==> src/mdfs_consts.svh <==
// Constants for the motor driver fault shutdown block
`ifndef MDFS_CONSTS_SVH
`define MDFS_CONSTS_SVH

// Clock and timing
`define MDFS_MCLK_PERIOD_NS   8
`define MDFS_REGEN_TIME_NS    5000000
`define MDFS_REGEN_CYCLES     (`MDFS_REGEN_TIME_NS / `MDFS_MCLK_PERIOD_NS)
`define MDFS_ENLOW_TIME_NS    200000
`define MDFS_ENLOW_CYCLES     ((`MDFS_ENLOW_TIME_NS + `MDFS_MCLK_PERIOD_NS - 1) / `MDFS_MCLK_PERIOD_NS)
`define MDFS_TURNON_TIME_NS   4000
`define MDFS_TURNON_CYCLES    (`MDFS_TURNON_TIME_NS / `MDFS_MCLK_PERIOD_NS)
`define MDFS_TIMER_W          20
`define MDFS_ENLOW_W          16

// Sampled detector and pin inputs
`define MDFS_IN_W             6
`define MDFS_IN_HOT           0
`define MDFS_IN_COOL          1
`define MDFS_IN_OC            2
`define MDFS_IN_OSC           3
`define MDFS_IN_EN            4
`define MDFS_IN_STBY          5

// Thermal levels in degrees C
`define MDFS_THERMAL_TRIP_LEVEL     8'hAF
`define MDFS_THERMAL_RECOVER_LEVEL  8'hA5
`define MDFS_THERMAL_HYSTERESIS     8'h0A

// Register byte offsets
`define MDFS_REG_CTRL         5'h00
`define MDFS_REG_STATUS       5'h04
`define MDFS_REG_EVENT        5'h08
`define MDFS_REG_MASK         5'h0C
`define MDFS_REG_LEVELS       5'h10
`define MDFS_REG_CAUSE        5'h14
`define MDFS_REG_TIMER        5'h18

// Event bits, shared by event and mask registers
`define MDFS_EV_W             7
`define MDFS_EV_THERMAL       0
`define MDFS_EV_OVERCURRENT   1
`define MDFS_EV_OSC           2
`define MDFS_EV_STANDBY       3
`define MDFS_EV_ENABLE        4
`define MDFS_EV_RELEASE       5
`define MDFS_EV_REGEN_DONE    6

// Reset values
`define MDFS_CTRL_RESET       1'h0
`define MDFS_MASK_RESET       7'h00

`endif

==> src/mdfs_pkg.sv <==
// Types for the motor driver fault shutdown block
`include "mdfs_consts.svh"
package mdfs_pkg;

   typedef enum logic [1:0] {
      MDFS_ST_HIZ   = 2'h0,
      MDFS_ST_WAKE  = 2'h1,
      MDFS_ST_RUN   = 2'h2,
      MDFS_ST_REGEN = 2'h3
   } mdfs_state_t;

   typedef enum logic [2:0] {
      MDFS_CAUSE_NONE    = 3'h0,
      MDFS_CAUSE_THERMAL = 3'h1,
      MDFS_CAUSE_OVERCUR = 3'h2,
      MDFS_CAUSE_OSC     = 3'h3,
      MDFS_CAUSE_STANDBY = 3'h4,
      MDFS_CAUSE_ENABLE  = 3'h5,
      MDFS_CAUSE_SOFT    = 3'h6
   } mdfs_cause_t;

   typedef struct packed {
      logic [`MDFS_IN_W-1:0] level;
      logic [`MDFS_IN_W-1:0] rise;
      logic [`MDFS_IN_W-1:0] fall;
   } mdfs_sampler_t;

   typedef struct packed {
      logic [`MDFS_TIMER_W-1:0] cnt;
      logic                     done;
   } mdfs_timer_t;

   typedef struct packed {
      mdfs_state_t              state;
      mdfs_cause_t              cause;
      logic                     over_temp;
      logic                     therm_latch;
      logic                     oc_latch;
      logic [`MDFS_ENLOW_W-1:0] enlow_cnt;
      logic [7:0]               shutdown_cnt;
      logic                     inhibit;
      logic [`MDFS_EV_W-1:0]    event_flags;
      logic [`MDFS_EV_W-1:0]    mask;
      logic                     irq;
      logic                     waitrequest;
      logic [31:0]              readdata;
      logic                     bridge_on;
      logic                     bridge_regen;
      logic                     bridge_hiz;
      logic                     flag_out;
      logic                     flag_oe;
   } mdfs_top_t;

endpackage

==> src/mdfs_top.sv <==
// Fault latching and regeneration shutdown sequencer with Avalon-MM registers
//
// Local design decisions: the Avalon-MM interface to the registers and the placing of the registers.
`timescale 1ns/1ps
`include "mdfs_consts.svh"
module mdfs_top #(
   parameter int unsigned REGEN_CYCLES = `MDFS_REGEN_CYCLES,
   parameter int unsigned ENLOW_CYCLES = `MDFS_ENLOW_CYCLES
) (
   input  wire logic        mclk,
   input  wire logic        reset,
   input  wire logic        enable_in,
   input  wire logic        standby_in_n,
   input  wire logic        thermal_hot_in,
   input  wire logic        thermal_cool_in,
   input  wire logic        overcurrent_in,
   input  wire logic        osc_fault_in,
   input  wire logic        supply_low_in,
   input  wire logic [4:0]  avs_address,
   input  wire logic        avs_read,
   input  wire logic        avs_write,
   input  wire logic [31:0] avs_writedata,
   input  wire logic [3:0]  avs_byteenable,
   output logic      [31:0] avs_readdata,
   output logic             avs_waitrequest,
   output logic             irq,
   output logic             bridge_on,
   output logic             bridge_regen,
   output logic             bridge_hiz,
   output logic             fault_flag_out,
   output logic             fault_flag_oe
);

   localparam int TW = `MDFS_TIMER_W;
   localparam int EW = `MDFS_ENLOW_W;
   localparam logic [TW-1:0] REGEN_LOAD  = TW'(REGEN_CYCLES - 1);
   localparam logic [TW-1:0] TURNON_LOAD = TW'(`MDFS_TURNON_CYCLES - 1);
   localparam logic [EW-1:0] ENLOW_LOAD  = EW'(ENLOW_CYCLES);

   mdfs_pkg::mdfs_top_t     st;
   mdfs_pkg::mdfs_top_t     next_st;

   logic [`MDFS_IN_W-1:0]   smp_level;
   logic [`MDFS_IN_W-1:0]   smp_rise;
   logic [`MDFS_IN_W-1:0]   smp_fall;
   logic                    tmr_load;
   logic [TW-1:0]           tmr_value;
   logic [TW-1:0]           tmr_remaining;
   logic                    tmr_done;

   logic                    hot_lvl;
   logic                    cool_lvl;
   logic                    oc_lvl;
   logic                    osc_lvl;
   logic                    en_lvl;
   logic                    stby_lvl;
   logic                    bus_req;
   logic                    bus_access;
   logic [31:0]             status_word;
   logic [31:0]             read_word;

   // Detector outputs pass one register stage before any latch sees them
   mdfs_sampler u_sampler (
      .mclk    (mclk),
      .reset   (reset),
      .pins_in ({standby_in_n, enable_in, osc_fault_in, overcurrent_in, thermal_cool_in, thermal_hot_in}),
      .level   (smp_level),
      .rise    (smp_rise),
      .fall    (smp_fall)
   );

   // One timer serves both regeneration and turn-on; the states never overlap
   mdfs_timer u_timer (
      .mclk       (mclk),
      .reset      (reset),
      .load       (tmr_load),
      .load_value (tmr_value),
      .remaining  (tmr_remaining),
      .done       (tmr_done)
   );

   assign hot_lvl  = smp_level[`MDFS_IN_HOT];
   assign cool_lvl = smp_level[`MDFS_IN_COOL];
   assign oc_lvl   = smp_level[`MDFS_IN_OC];
   assign osc_lvl  = smp_level[`MDFS_IN_OSC];
   assign en_lvl   = smp_level[`MDFS_IN_EN];
   assign stby_lvl = smp_level[`MDFS_IN_STBY];

   assign bus_req    = avs_read | avs_write;
   assign bus_access = bus_req & ~st.waitrequest;

   assign status_word = {21'h000000,
                         supply_low_in,
                         stby_lvl,
                         en_lvl,
                         st.flag_oe,
                         osc_lvl,
                         st.over_temp,
                         st.oc_latch,
                         st.therm_latch,
                         1'b0,
                         st.state};

   // Address decode for reads; unmapped offsets read as zero
   always_comb begin
      read_word = 32'h00000000;
      if (avs_address == `MDFS_REG_CTRL) begin
         read_word = {31'h00000000, st.inhibit};
      end else if (avs_address == `MDFS_REG_STATUS) begin
         read_word = status_word;
      end else if (avs_address == `MDFS_REG_EVENT) begin
         read_word = {25'h0000000, st.event_flags};
      end else if (avs_address == `MDFS_REG_MASK) begin
         read_word = {25'h0000000, st.mask};
      end else if (avs_address == `MDFS_REG_LEVELS) begin
         read_word = {8'h00, `MDFS_THERMAL_HYSTERESIS, `MDFS_THERMAL_RECOVER_LEVEL, `MDFS_THERMAL_TRIP_LEVEL};
      end else if (avs_address == `MDFS_REG_CAUSE) begin
         read_word = {16'h0000, st.shutdown_cnt, 5'h00, st.cause};
      end else if (avs_address == `MDFS_REG_TIMER) begin
         read_word = {12'h000, tmr_remaining};
      end
   end

   always_comb begin
      logic                  release_now;
      logic                  fault_now;
      logic                  stop_req;
      logic [`MDFS_EV_W-1:0] ev_set;
      logic [`MDFS_EV_W-1:0] ev_clr;
      mdfs_pkg::mdfs_cause_t stop_cause;

      release_now = 1'b0;
      fault_now   = 1'b0;
      stop_req    = 1'b0;
      ev_set      = '0;
      ev_clr      = '0;
      stop_cause  = mdfs_pkg::MDFS_CAUSE_NONE;
      next_st     = st;
      tmr_load    = 1'b0;
      tmr_value   = '0;

      // Hot wins if the detector reports both at once
      if (hot_lvl) begin
         next_st.over_temp = 1'b1;
      end else if (cool_lvl) begin
         next_st.over_temp = 1'b0;
      end

      // Low enable only counts once the die is below recovery
      if (en_lvl || next_st.over_temp) begin
         next_st.enlow_cnt = '0;
      end else if (st.enlow_cnt < ENLOW_LOAD) begin
         next_st.enlow_cnt = st.enlow_cnt + 1'b1;
         if (st.enlow_cnt == ENLOW_LOAD - 1'b1) begin
            release_now = 1'b1;
         end
      end

      // Clear first, set after, so a new trip in the release cycle survives
      if (release_now) begin
         next_st.therm_latch = 1'b0;
         next_st.oc_latch    = 1'b0;
      end
      if (hot_lvl) begin
         next_st.therm_latch = 1'b1;
      end
      if (oc_lvl) begin
         next_st.oc_latch = 1'b1;
      end

      fault_now = next_st.therm_latch | next_st.oc_latch | osc_lvl;
      // Low supply range is reported only and never stops the bridge
      stop_req  = fault_now | ~en_lvl | ~stby_lvl | st.inhibit;

      if (next_st.therm_latch) begin
         stop_cause = mdfs_pkg::MDFS_CAUSE_THERMAL;
      end else if (next_st.oc_latch) begin
         stop_cause = mdfs_pkg::MDFS_CAUSE_OVERCUR;
      end else if (osc_lvl) begin
         stop_cause = mdfs_pkg::MDFS_CAUSE_OSC;
      end else if (~en_lvl) begin
         stop_cause = mdfs_pkg::MDFS_CAUSE_ENABLE;
      end else if (~stby_lvl) begin
         stop_cause = mdfs_pkg::MDFS_CAUSE_STANDBY;
      end else begin
         stop_cause = mdfs_pkg::MDFS_CAUSE_SOFT;
      end

      case (st.state)
         mdfs_pkg::MDFS_ST_RUN: begin
            if (stop_req) begin
               next_st.state = mdfs_pkg::MDFS_ST_REGEN;
               next_st.cause = stop_cause;
               tmr_load      = 1'b1;
               tmr_value     = REGEN_LOAD;
               if (st.shutdown_cnt != 8'hFF) begin
                  next_st.shutdown_cnt = st.shutdown_cnt + 1'b1;
               end
            end
         end
         mdfs_pkg::MDFS_ST_REGEN: begin
            if (tmr_done) begin
               next_st.state = mdfs_pkg::MDFS_ST_HIZ;
               ev_set[`MDFS_EV_REGEN_DONE] = 1'b1;
            end
         end
         mdfs_pkg::MDFS_ST_WAKE: begin
            // Bridge never drove, so no regeneration is needed
            if (stop_req) begin
               next_st.state = mdfs_pkg::MDFS_ST_HIZ;
            end else if (tmr_done) begin
               next_st.state = mdfs_pkg::MDFS_ST_RUN;
            end
         end
         default: begin
            if (!stop_req) begin
               next_st.state = mdfs_pkg::MDFS_ST_WAKE;
               tmr_load      = 1'b1;
               tmr_value     = TURNON_LOAD;
            end
         end
      endcase

      next_st.bridge_on    = (next_st.state == mdfs_pkg::MDFS_ST_RUN);
      next_st.bridge_regen = (next_st.state == mdfs_pkg::MDFS_ST_REGEN);
      next_st.bridge_hiz   = (next_st.state == mdfs_pkg::MDFS_ST_HIZ) ||
                             (next_st.state == mdfs_pkg::MDFS_ST_WAKE);
      // Open drain: drive low only while a fault stands
      next_st.flag_out     = 1'b0;
      next_st.flag_oe      = fault_now;

      ev_set[`MDFS_EV_THERMAL]     = smp_rise[`MDFS_IN_HOT];
      ev_set[`MDFS_EV_OVERCURRENT] = smp_rise[`MDFS_IN_OC];
      ev_set[`MDFS_EV_OSC]         = smp_rise[`MDFS_IN_OSC];
      ev_set[`MDFS_EV_STANDBY]     = smp_fall[`MDFS_IN_STBY] & en_lvl;
      ev_set[`MDFS_EV_ENABLE]      = smp_fall[`MDFS_IN_EN];
      ev_set[`MDFS_EV_RELEASE]     = release_now;

      // One wait cycle per access; data is set up while waitrequest is high
      next_st.waitrequest = 1'b1;
      if (bus_req && st.waitrequest) begin
         next_st.waitrequest = 1'b0;
         if (avs_read) begin
            next_st.readdata = read_word;
         end
      end

      if (bus_access && avs_write && avs_byteenable[0]) begin
         if (avs_address == `MDFS_REG_CTRL) begin
            next_st.inhibit = avs_writedata[0];
         end else if (avs_address == `MDFS_REG_MASK) begin
            next_st.mask = avs_writedata[`MDFS_EV_W-1:0];
         end
      end
      if (bus_access && avs_read && avs_address == `MDFS_REG_EVENT) begin
         ev_clr = '1;
      end

      // Set wins over the read clear
      next_st.event_flags = (st.event_flags & ~ev_clr) | ev_set;
      next_st.irq         = |(next_st.event_flags & next_st.mask);
   end

   always_ff @(posedge mclk) begin
      if (reset) begin
         st              <= '0;
         st.state        <= mdfs_pkg::MDFS_ST_HIZ;
         st.inhibit      <= `MDFS_CTRL_RESET;
         st.mask         <= `MDFS_MASK_RESET;
         st.waitrequest  <= 1'b1;
         st.bridge_hiz   <= 1'b1;
      end else begin
         st <= next_st;
      end
   end

   assign avs_readdata    = st.readdata;
   assign avs_waitrequest = st.waitrequest;
   assign irq             = st.irq;
   assign bridge_on       = st.bridge_on;
   assign bridge_regen    = st.bridge_regen;
   assign bridge_hiz      = st.bridge_hiz;
   assign fault_flag_out  = st.flag_out;
   assign fault_flag_oe   = st.flag_oe;

endmodule

==> src/mdfs_sampler.sv <==
// Input sampling stage with per-bit edge detection
`timescale 1ns/1ps
`include "mdfs_consts.svh"
module mdfs_sampler (
   input  wire logic                  mclk,
   input  wire logic                  reset,
   input  wire logic [`MDFS_IN_W-1:0] pins_in,
   output logic      [`MDFS_IN_W-1:0] level,
   output logic      [`MDFS_IN_W-1:0] rise,
   output logic      [`MDFS_IN_W-1:0] fall
);

   mdfs_pkg::mdfs_sampler_t st;
   mdfs_pkg::mdfs_sampler_t next_st;
   logic [`MDFS_IN_W-1:0]   rise_w;
   logic [`MDFS_IN_W-1:0]   fall_w;

   genvar i;
   generate
      for (i = 0; i < `MDFS_IN_W; i = i + 1) begin : g_bit
         assign rise_w[i] = pins_in[i] & ~st.level[i];
         assign fall_w[i] = ~pins_in[i] & st.level[i];
      end
   endgenerate

   always_comb begin
      next_st       = st;
      next_st.level = pins_in;
      next_st.rise  = rise_w;
      next_st.fall  = fall_w;
   end

   always_ff @(posedge mclk) begin
      if (reset) begin
         st <= '0;
      end else begin
         st <= next_st;
      end
   end

   assign level = st.level;
   assign rise  = st.rise;
   assign fall  = st.fall;

endmodule

==> src/mdfs_timer.sv <==
// Down counter with load and one-cycle done pulse
`timescale 1ns/1ps
`include "mdfs_consts.svh"
module mdfs_timer (
   input  wire logic                     mclk,
   input  wire logic                     reset,
   input  wire logic                     load,
   input  wire logic [`MDFS_TIMER_W-1:0] load_value,
   output logic      [`MDFS_TIMER_W-1:0] remaining,
   output logic                          done
);

   mdfs_pkg::mdfs_timer_t st;
   mdfs_pkg::mdfs_timer_t next_st;

   always_comb begin
      next_st      = st;
      next_st.done = 1'b0;
      if (load) begin
         next_st.cnt = load_value;
      end else if (st.cnt != '0) begin
         next_st.cnt = st.cnt - 1'b1;
         if (st.cnt == `MDFS_TIMER_W'(1)) begin
            next_st.done = 1'b1;
         end
      end
   end

   always_ff @(posedge mclk) begin
      if (reset) begin
         st <= '0;
      end else begin
         st <= next_st;
      end
   end

   assign remaining = st.cnt;
   assign done      = st.done;

endmodule

==> config.mk <==
export PLATFORM = sky130hd
export DESIGN_NAME = mdfs_top
export DESIGN_NICKNAME = d
export VERILOG_FILES = /design/src/mdfs_pkg.sv /design/src/mdfs_top.sv /design/src/mdfs_sampler.sv /design/src/mdfs_timer.sv
export VERILOG_INCLUDE_DIRS = /design/src /design/src/src
export SDC_FILE = /design/constraint.sdc
export NUM_CORES = 1
export LEC_CHECK = 0
export BUFFER_PORTS_ARGS = -buffer_cell sky130_fd_sc_hd__buf_2
export CAP_MARGIN = 20
export CORE_MARGIN = 8
export CORE_UTILIZATION = 50
export DETAILED_ROUTE_END_ITERATION = 7
export PLACE_DENSITY_LB_ADDON = 0.15
export SETUP_SLACK_MARGIN = 0.1
export SLEW_MARGIN = 20
export SYNTH_ARGS = -nofsm -noshare
export SYNTH_HDL_FRONTEND = slang
export SYNTH_SLANG_ARGS = --single-unit
==> constraint.sdc <==
create_clock -name mclk -period 2.6 [get_ports mclk]
set_clock_uncertainty 0.1 [all_clocks]
set_input_delay 0.78 -clock mclk [delete_from_list [all_inputs] [get_ports mclk]]
set_output_delay 0.78 -clock mclk [all_outputs]
set_load 0.01 [all_outputs]
Yosys cells after proc, flatten, opt, wreduce, memory -nomap -nowiden
Index checks and enable logic that the tools add are counted.

storage, ports and cells
  flip-flop bits (word level) = 123
  input bits = 52
  output and inout port bits = 39
  word-level logic and storage cells = 140

operators by class
  add/sub/neg operators = 3
  magnitude comparators = 1
  equal/unequal tests = 15
  multiplexer cells = 43
  bitwise gates (word level) = 36
  reduce and logical (&&, ||, !) cells = 19

operators by type and width
  cell                                                                             count
  20-bit two-way mux                                                               9
  20-bit case mux with 2 select lines                                              1
  33-bit two-way mux                                                               1
  32-bit two-way mux                                                               1
  7-bit two-way mux                                                                4
  21-bit two-way mux                                                               1
  20-bit by 1-bit == test with 1-bit output (second input constant)                1
  20-bit nonzero test                                                              1
  20-bit by 1-bit subtractor with 20-bit output (second input constant)            1
  16-bit by 1-bit adder with 16-bit output (second input constant)                 1
  16-bit by 15-bit == test with 1-bit output (second input constant)               1
  16-bit by 15-bit less-than comparator with 1-bit output (second input constant)  1
  5-bit == test (second input constant)                                            3
  7-bit AND                                                                        2
  2-bit two-way mux                                                                7
  1-bit NOT                                                                        14
  1-bit AND                                                                        12
  1-bit two-way mux                                                                12
  5-bit by 4-bit == test with 1-bit output (second input constant)                 2
  3-bit two-way mux                                                                3
  9-bit two-way mux                                                                1
  8-bit by 1-bit adder with 8-bit output (second input constant)                   1
  2-bit == test (second input constant)                                            4
  8-bit != test (second input constant)                                            1
  18 further kinds                                                                 32

Longest topological paths before layout
  depth in word-level cells = 15
  mapped depth = 8

Hierarchy
A second synthesis with hierarchy kept.

unflattened totals
  cells, all modules = 635
  area, all modules = 5577.8 µm²

modules (own cells, without submodules)
  module        times used  cells an instance  area an instance (µm²)
  mdfs_top      1           455                3788.6
  mdfs_timer    1           142                1214.9
  mdfs_sampler  1           38                 574.3

Worst setup path after synthesis
No wires, ideal clock.

  kind = input -> register
  from = in avs_address[1]
  to = reg st, in the netlist irq
  arrival = 2.341 ns
  data required time = 2.366 ns
  path slack = 0.024 ns
  cell stages on the path = 7
  cells stage by stage = nor2_1 > buf_2 > nand2_1 > nor4_4 > mux2_2 > a222oi_1 > a31oi_1

on the way
  word-level cells in the longest chain between the ends = 8
  elaborated cells between the ends (all ways) = 13
  those cells by class = 2 x eq/ne; 4 x mux; 4 x bitwise; 3 x reduce/logical

RTL lines
  element                                             RTL line         source
  from (decl)                                         mdfs_top.sv:19   input wire logic [4:0] avs_address,
  5-bit by 4-bit == test with 1-bit output (no line)  -
  1-bit logical AND (no line)                         -
  7-bit two-way mux                                   mdfs_top.sv:255  if (bus_access && avs_read && avs_address == `MDFS_REG_EVENT) begin
  7-bit NOT                                           mdfs_top.sv:260  next_st.event_flags = (st.event_flags & ~ev_clr) | ev_set;
  7-bit AND                                           mdfs_top.sv:260
  7-bit bitwise OR                                    mdfs_top.sv:260
  7-bit AND *                                         mdfs_top.sv:261  next_st.irq = |(next_st.event_flags & next_st.mask);
  7-bit OR reduction *                                mdfs_top.sv:261
  to (signal assigned)                                mdfs_top.sv:273  st <= next_st;
  to (decl)                                           mdfs_top.sv:40   mdfs_pkg::mdfs_top_t st;

Every way passes the cells marked *; elsewhere a longest branch is shown, timed or not.
A chain may end at the register's enable or synchronous reset.

Final worst setup path
  from = reg st[62] (netlist name)
  to = reg u_timer.st, in the netlist u_timer.done

on the way
  word-level cells in the longest chain between the ends = 14
  elaborated cells between the ends (all ways) = 17
  those cells by class = 1 x order compare; 1 x eq/ne; 9 x mux; 5 x bitwise; 1 x reduce/logical

RTL lines
  element                                                                                          RTL line                          source
  branches (longest 2 deep; another with 16-bit by 15-bit less-than comparator with 1-bit output)  -
  1-bit two-way mux *                                                                              mdfs_top.sv:152                   end else if (st.enlow_cnt < ENLOW_LOAD) begin
  1-bit two-way mux *                                                                              mdfs_top.sv:150                   if (en_lvl || next_st.over_temp) begin
  2-bit two-way mux *                                                                              mdfs_top.sv:160                   if (release_now) begin
  1-bit two-way mux (on tied branches)                                                             mdfs_top.sv:164, mdfs_top.sv:167
  1-bit bitwise OR * (2 in series)                                                                 mdfs_top.sv:171                   fault_now = next_st.therm_latch | next_st.oc_latch | osc_lvl;
  1-bit bitwise OR * (3 in series)                                                                 mdfs_top.sv:173                   stop_req = fault_now | ~en_lvl | ~stby_lvl | st.inhibit;
  1-bit two-way mux (on tied branches)                                                             mdfs_top.sv:216, mdfs_top.sv:191
  1-bit case mux with 2 select lines *                                                             mdfs_top.sv:189                   case (st.state)
  3-bit OR reduction (no line) *                                                                   -
  to (signal assigned)                                                                             mdfs_timer.sv:33                  st <= next_st;
  to (decl)                                                                                        mdfs_timer.sv:13                  mdfs_pkg::mdfs_timer_t st;

Every way passes the cells marked *.

==> results by group <==
Power
  • Power Density: 803 nW/um2
  • Sw frac: 36.7%
  • Clk pwr share: 22.4%
  • Int Power: 2860 uW
  • Total power draw: 4520 uW
  • Lkg Pwr: 0.00215 uW
  • Sequential share of power: 44.6%
  • Comb pwr share: 33.0%
  • Switching power: 1660 uW
  • VDD IR max: 516 uV

Hold path
  • WHS Endpoint: avs_readdata[18]$_SDFFE_PP0P_
  • Worst min path class: reg -> reg
  • Hold depth: 2
  • HP Start: avs_readdata[18]$_SDFFE_PP0P_

Floorplanning
  • # rows: 37
  • Core box area: 10100 um2
  • Die Y: 117 um
  • Area of the die: 13700 um2
  • I/O pin cnt: 91
  • Initial core utilization: 50.4%
  • Die width: 117 um

Routing
  • DRT antenna net count: 0
  • DR iter-0 viols: 331
  • Vias per cell: 5.54
  • DRC: 0
  • Routed wire length: 12.3 mm
  • Via count: 4248
  • First-pass DRT Iterations: 5
  • WL/cell: 16.1 um

Logic synthesis
  • Number of synthesized flops with an enable pin: 0
  • Synth Cell Area: 5090 um2
  • Top post-synthesis cells by area: dfxtp_1, nor2_1, buf_4, xnor2_1, a21oi_1
  • Yosys top cell area share: 41.3%
  • FFs w/ async S/R, synth: 0%
  • Top FF cell, synth: dfxtp_1
  • Yosys top cell by area: dfxtp_1
  • Mapped Cells: 585
  • Avg Inst Size Synth: 8.70 um2
  • YS warnings: 0
  • Yosys reg bits: 105
  • Seq/Total Area, Yosys: 41.3%
  • Netlist cell types: 73

GRT
  • GRT Total Usage: 18.7%
  • Largest net degree at the start of global routing: 69
  • Vias in the first global route: 4016
  • Global-route wire length before repair: 19.9 mm
  • Initial antenna violation count: 0
  • Total global routing overflow: 0

Run status
  • Status: complete, no violations

STA
  • Worst Tran Pin Value: 755 ps
  • Crit share post-route: 88.4%
  • Max-slew violations: 0
  • RSZ-0062 raised after global routing: no
  • Fmax: 435 MHz
  • Min Tclk post-route: 2300 ps
  • Fin. Hold Viols: 0
  • Final setup vio count: 0
  • Max-slew headroom: 49.7%
  • Setup TNS: 0 ps

Critical path
  • Flop-to-flop setup slack: 300 ps
  • Worst EP required: 2800 ps
  • Reg-to-reg endpoint: u_timer.done$_SDFF_PP0_
  • Type of origin of the critical path: register
  • Worst Path Max Fanout: 9
  • Setup CP Type: reg -> reg
  • RR Startpoint: st[62]$_SDFFE_PP0N_
  • Crit end category: register
  • CP arrival: 2500 ps
  • Worst Reg-to-Reg Cells: 7

Clock network
  • Skew-Pair Late Insertion Delay: 380 ps
  • Clk buf depth: 2
  • Hold-fix buffers, CTS: 0
  • Setup bufs post-CTS: 0
  • Clk slew on worst S/H paths: 110 ps
  • H-tree levels: 3
  • TritonCTS buffer count: 9
  • CTS tree: yes
  • CTS root buf: clkbuf_8
  • Clock sinks: 105
  • CTS resizes: 0

Place
  • GPL Wtd Cong: 0.848
  • DP Wirelength: 9.30 mm
  • Buffers on Ports: 49

Layout
  • Final nets: 683
  • Layout fillers: 963
  • Layout cells sized above 1: 19.8%
  • Area Overhead vs Synth: 10.5%
  • Diodes inserted: 0

Run
  • Max-cap violations: 0
-- registers in the layout (all words and copies together) (netlist names), 2 cells and up --
register           cells
u_timer.remaining     20
u_sampler.rise         3
avs_readdata          20
u_sampler.fall         2
u_sampler.level        6
st                    47
-- critical path: stages, from the launching register on --
cell     delay, ps
dfxtp_1        390
ha_1           210
nand2_1        200
nor4_2         400
a311o_2        320
and3_1         240
nand2_4        120
nor3_2         240
-- cell type report --
cell class / instances / area (um2) / area share (%)
repair buffers: 78 / 475 / 8.45
inverters: 11 / 41.3 / 0.734
clock inverters: 7 / 71.3 / 1.27
multi-input cells: 421 / 2640 / 47.0
well taps: 136 / 170 / 3.02
flip-flops and latches: 105 / 2100 / 37.4
clock buffers: 9 / 124 / 2.20
-- power by group through the flow --
| stage | Combinational [uW] | Clock [uW] | Sequential, uW |
|---|---|---|---|
| 6_report | 1490 | 1010 | 2020 |
| 5_1_grt | 1670 | 1110 | 2030 |
| 4_1_cts | 1490 | 1030 | 2010 |
| 3_5_place_dp | 1480 | 0 | 2050 |
| 3_3_place_gp | 1440 | 0 | 2040 |
| 2_1_floorplan | 1190 | 0 | 1970 |
-- Yosys cell counts, drive strengths merged (4+ instances only) --
cell type and instances:
nor3b 4, nor4 12, o211ai 4, a22oi 12
xor2 8, nor2b 14, and2 12, a22o 5
nor2 77, ha 5, o21ai 20, and3 8
inv 11, o22ai 7, nand4 7, a21oi 38
o21a 4, or3 6, mux2i 8, nand2 41
xnor2 24, buf 43, a211oi 8, a222oi 5
nor3 21, nand3 15, dfxtp 105, clkbuf 17
-- cell usage in the layout (no fill, tap or decap), types with 8 or more instances in the layout --
master / n
mux2i_1: 8
xor2_1: 8
nor3_1: 20
inv_1: 11
o21ai_0: 19
nor4_1: 9
nand2_1: 39
and3_1: 8
buf_4: 28
conb_1: 13
a21oi_1: 37
buf_2: 49
a22oi_1: 12
clkbuf_8: 9
nor2_1: 75
and2_1: 12
nand3_1: 14
nor2b_1: 13
dfxtp_1: 105
xnor2_1: 24
-- per-layer routing --
layer	track usage [%]	up-vias	wire length (um)
li1	-	2103	-
met1	24.3	2021	5710
met2	30.3	105	5770
met3	3.75	19	613
met4	6.48	0	248
met5	0	-	0
-- per-stage QoR --
stage	instance area, um2	worst slack [ps]	cells	utilization (%)	hold WS (ps)
after floorplan	5160	50.7	597	-	316
after global placement	5430	38.2	751	53.8	336
after detailed placement	5430	17.7	751	53.8	341
after CTS	5620	273	767	55.7	356
after global routing	5630	140	767	55.8	369
final	5630	302	767	55.8	351
-- cell families after synthesis --
logic type	after synthesis	share of synthesized area, %
AND/OR/NAND/NOR	235	24.7
AO/OA/AOI/OAI	125	16.8
flip-flops	105	41.3
buffers and inverters	71	8.21
XOR/XNOR	32	5.51
multiplexers	11	2.24
adder cells (fa/ha/maj)	5	1.23
other	1	0.0737
-- worst max path at each step --
stage | start | cells past startpoint | slack (ps) | to
6_report | st[62]$_SDFFE_PP0N_ | 7 | 300 | u_timer.done$_SDFF_PP0_
5_1_grt | u_timer.remaining[12]$_SDFFE_PP0P_ | 6 | 140 | u_timer.remaining[2]$_SDFFE_PP0P_
4_1_cts | st[62]$_SDFFE_PP0N_ | 7 | 270 | st[59]$_SDFFE_PP0P_
3_5_place_dp | avs_address[1] | 8 | 20 | irq$_SDFF_PP0_
3_3_place_gp | avs_address[1] | 8 | 40 | irq$_SDFF_PP0_
2_1_floorplan | avs_address[1] | 7 | 50 | irq$_SDFF_PP0_
Note: power is estimated with default switching activity, not from simulation.
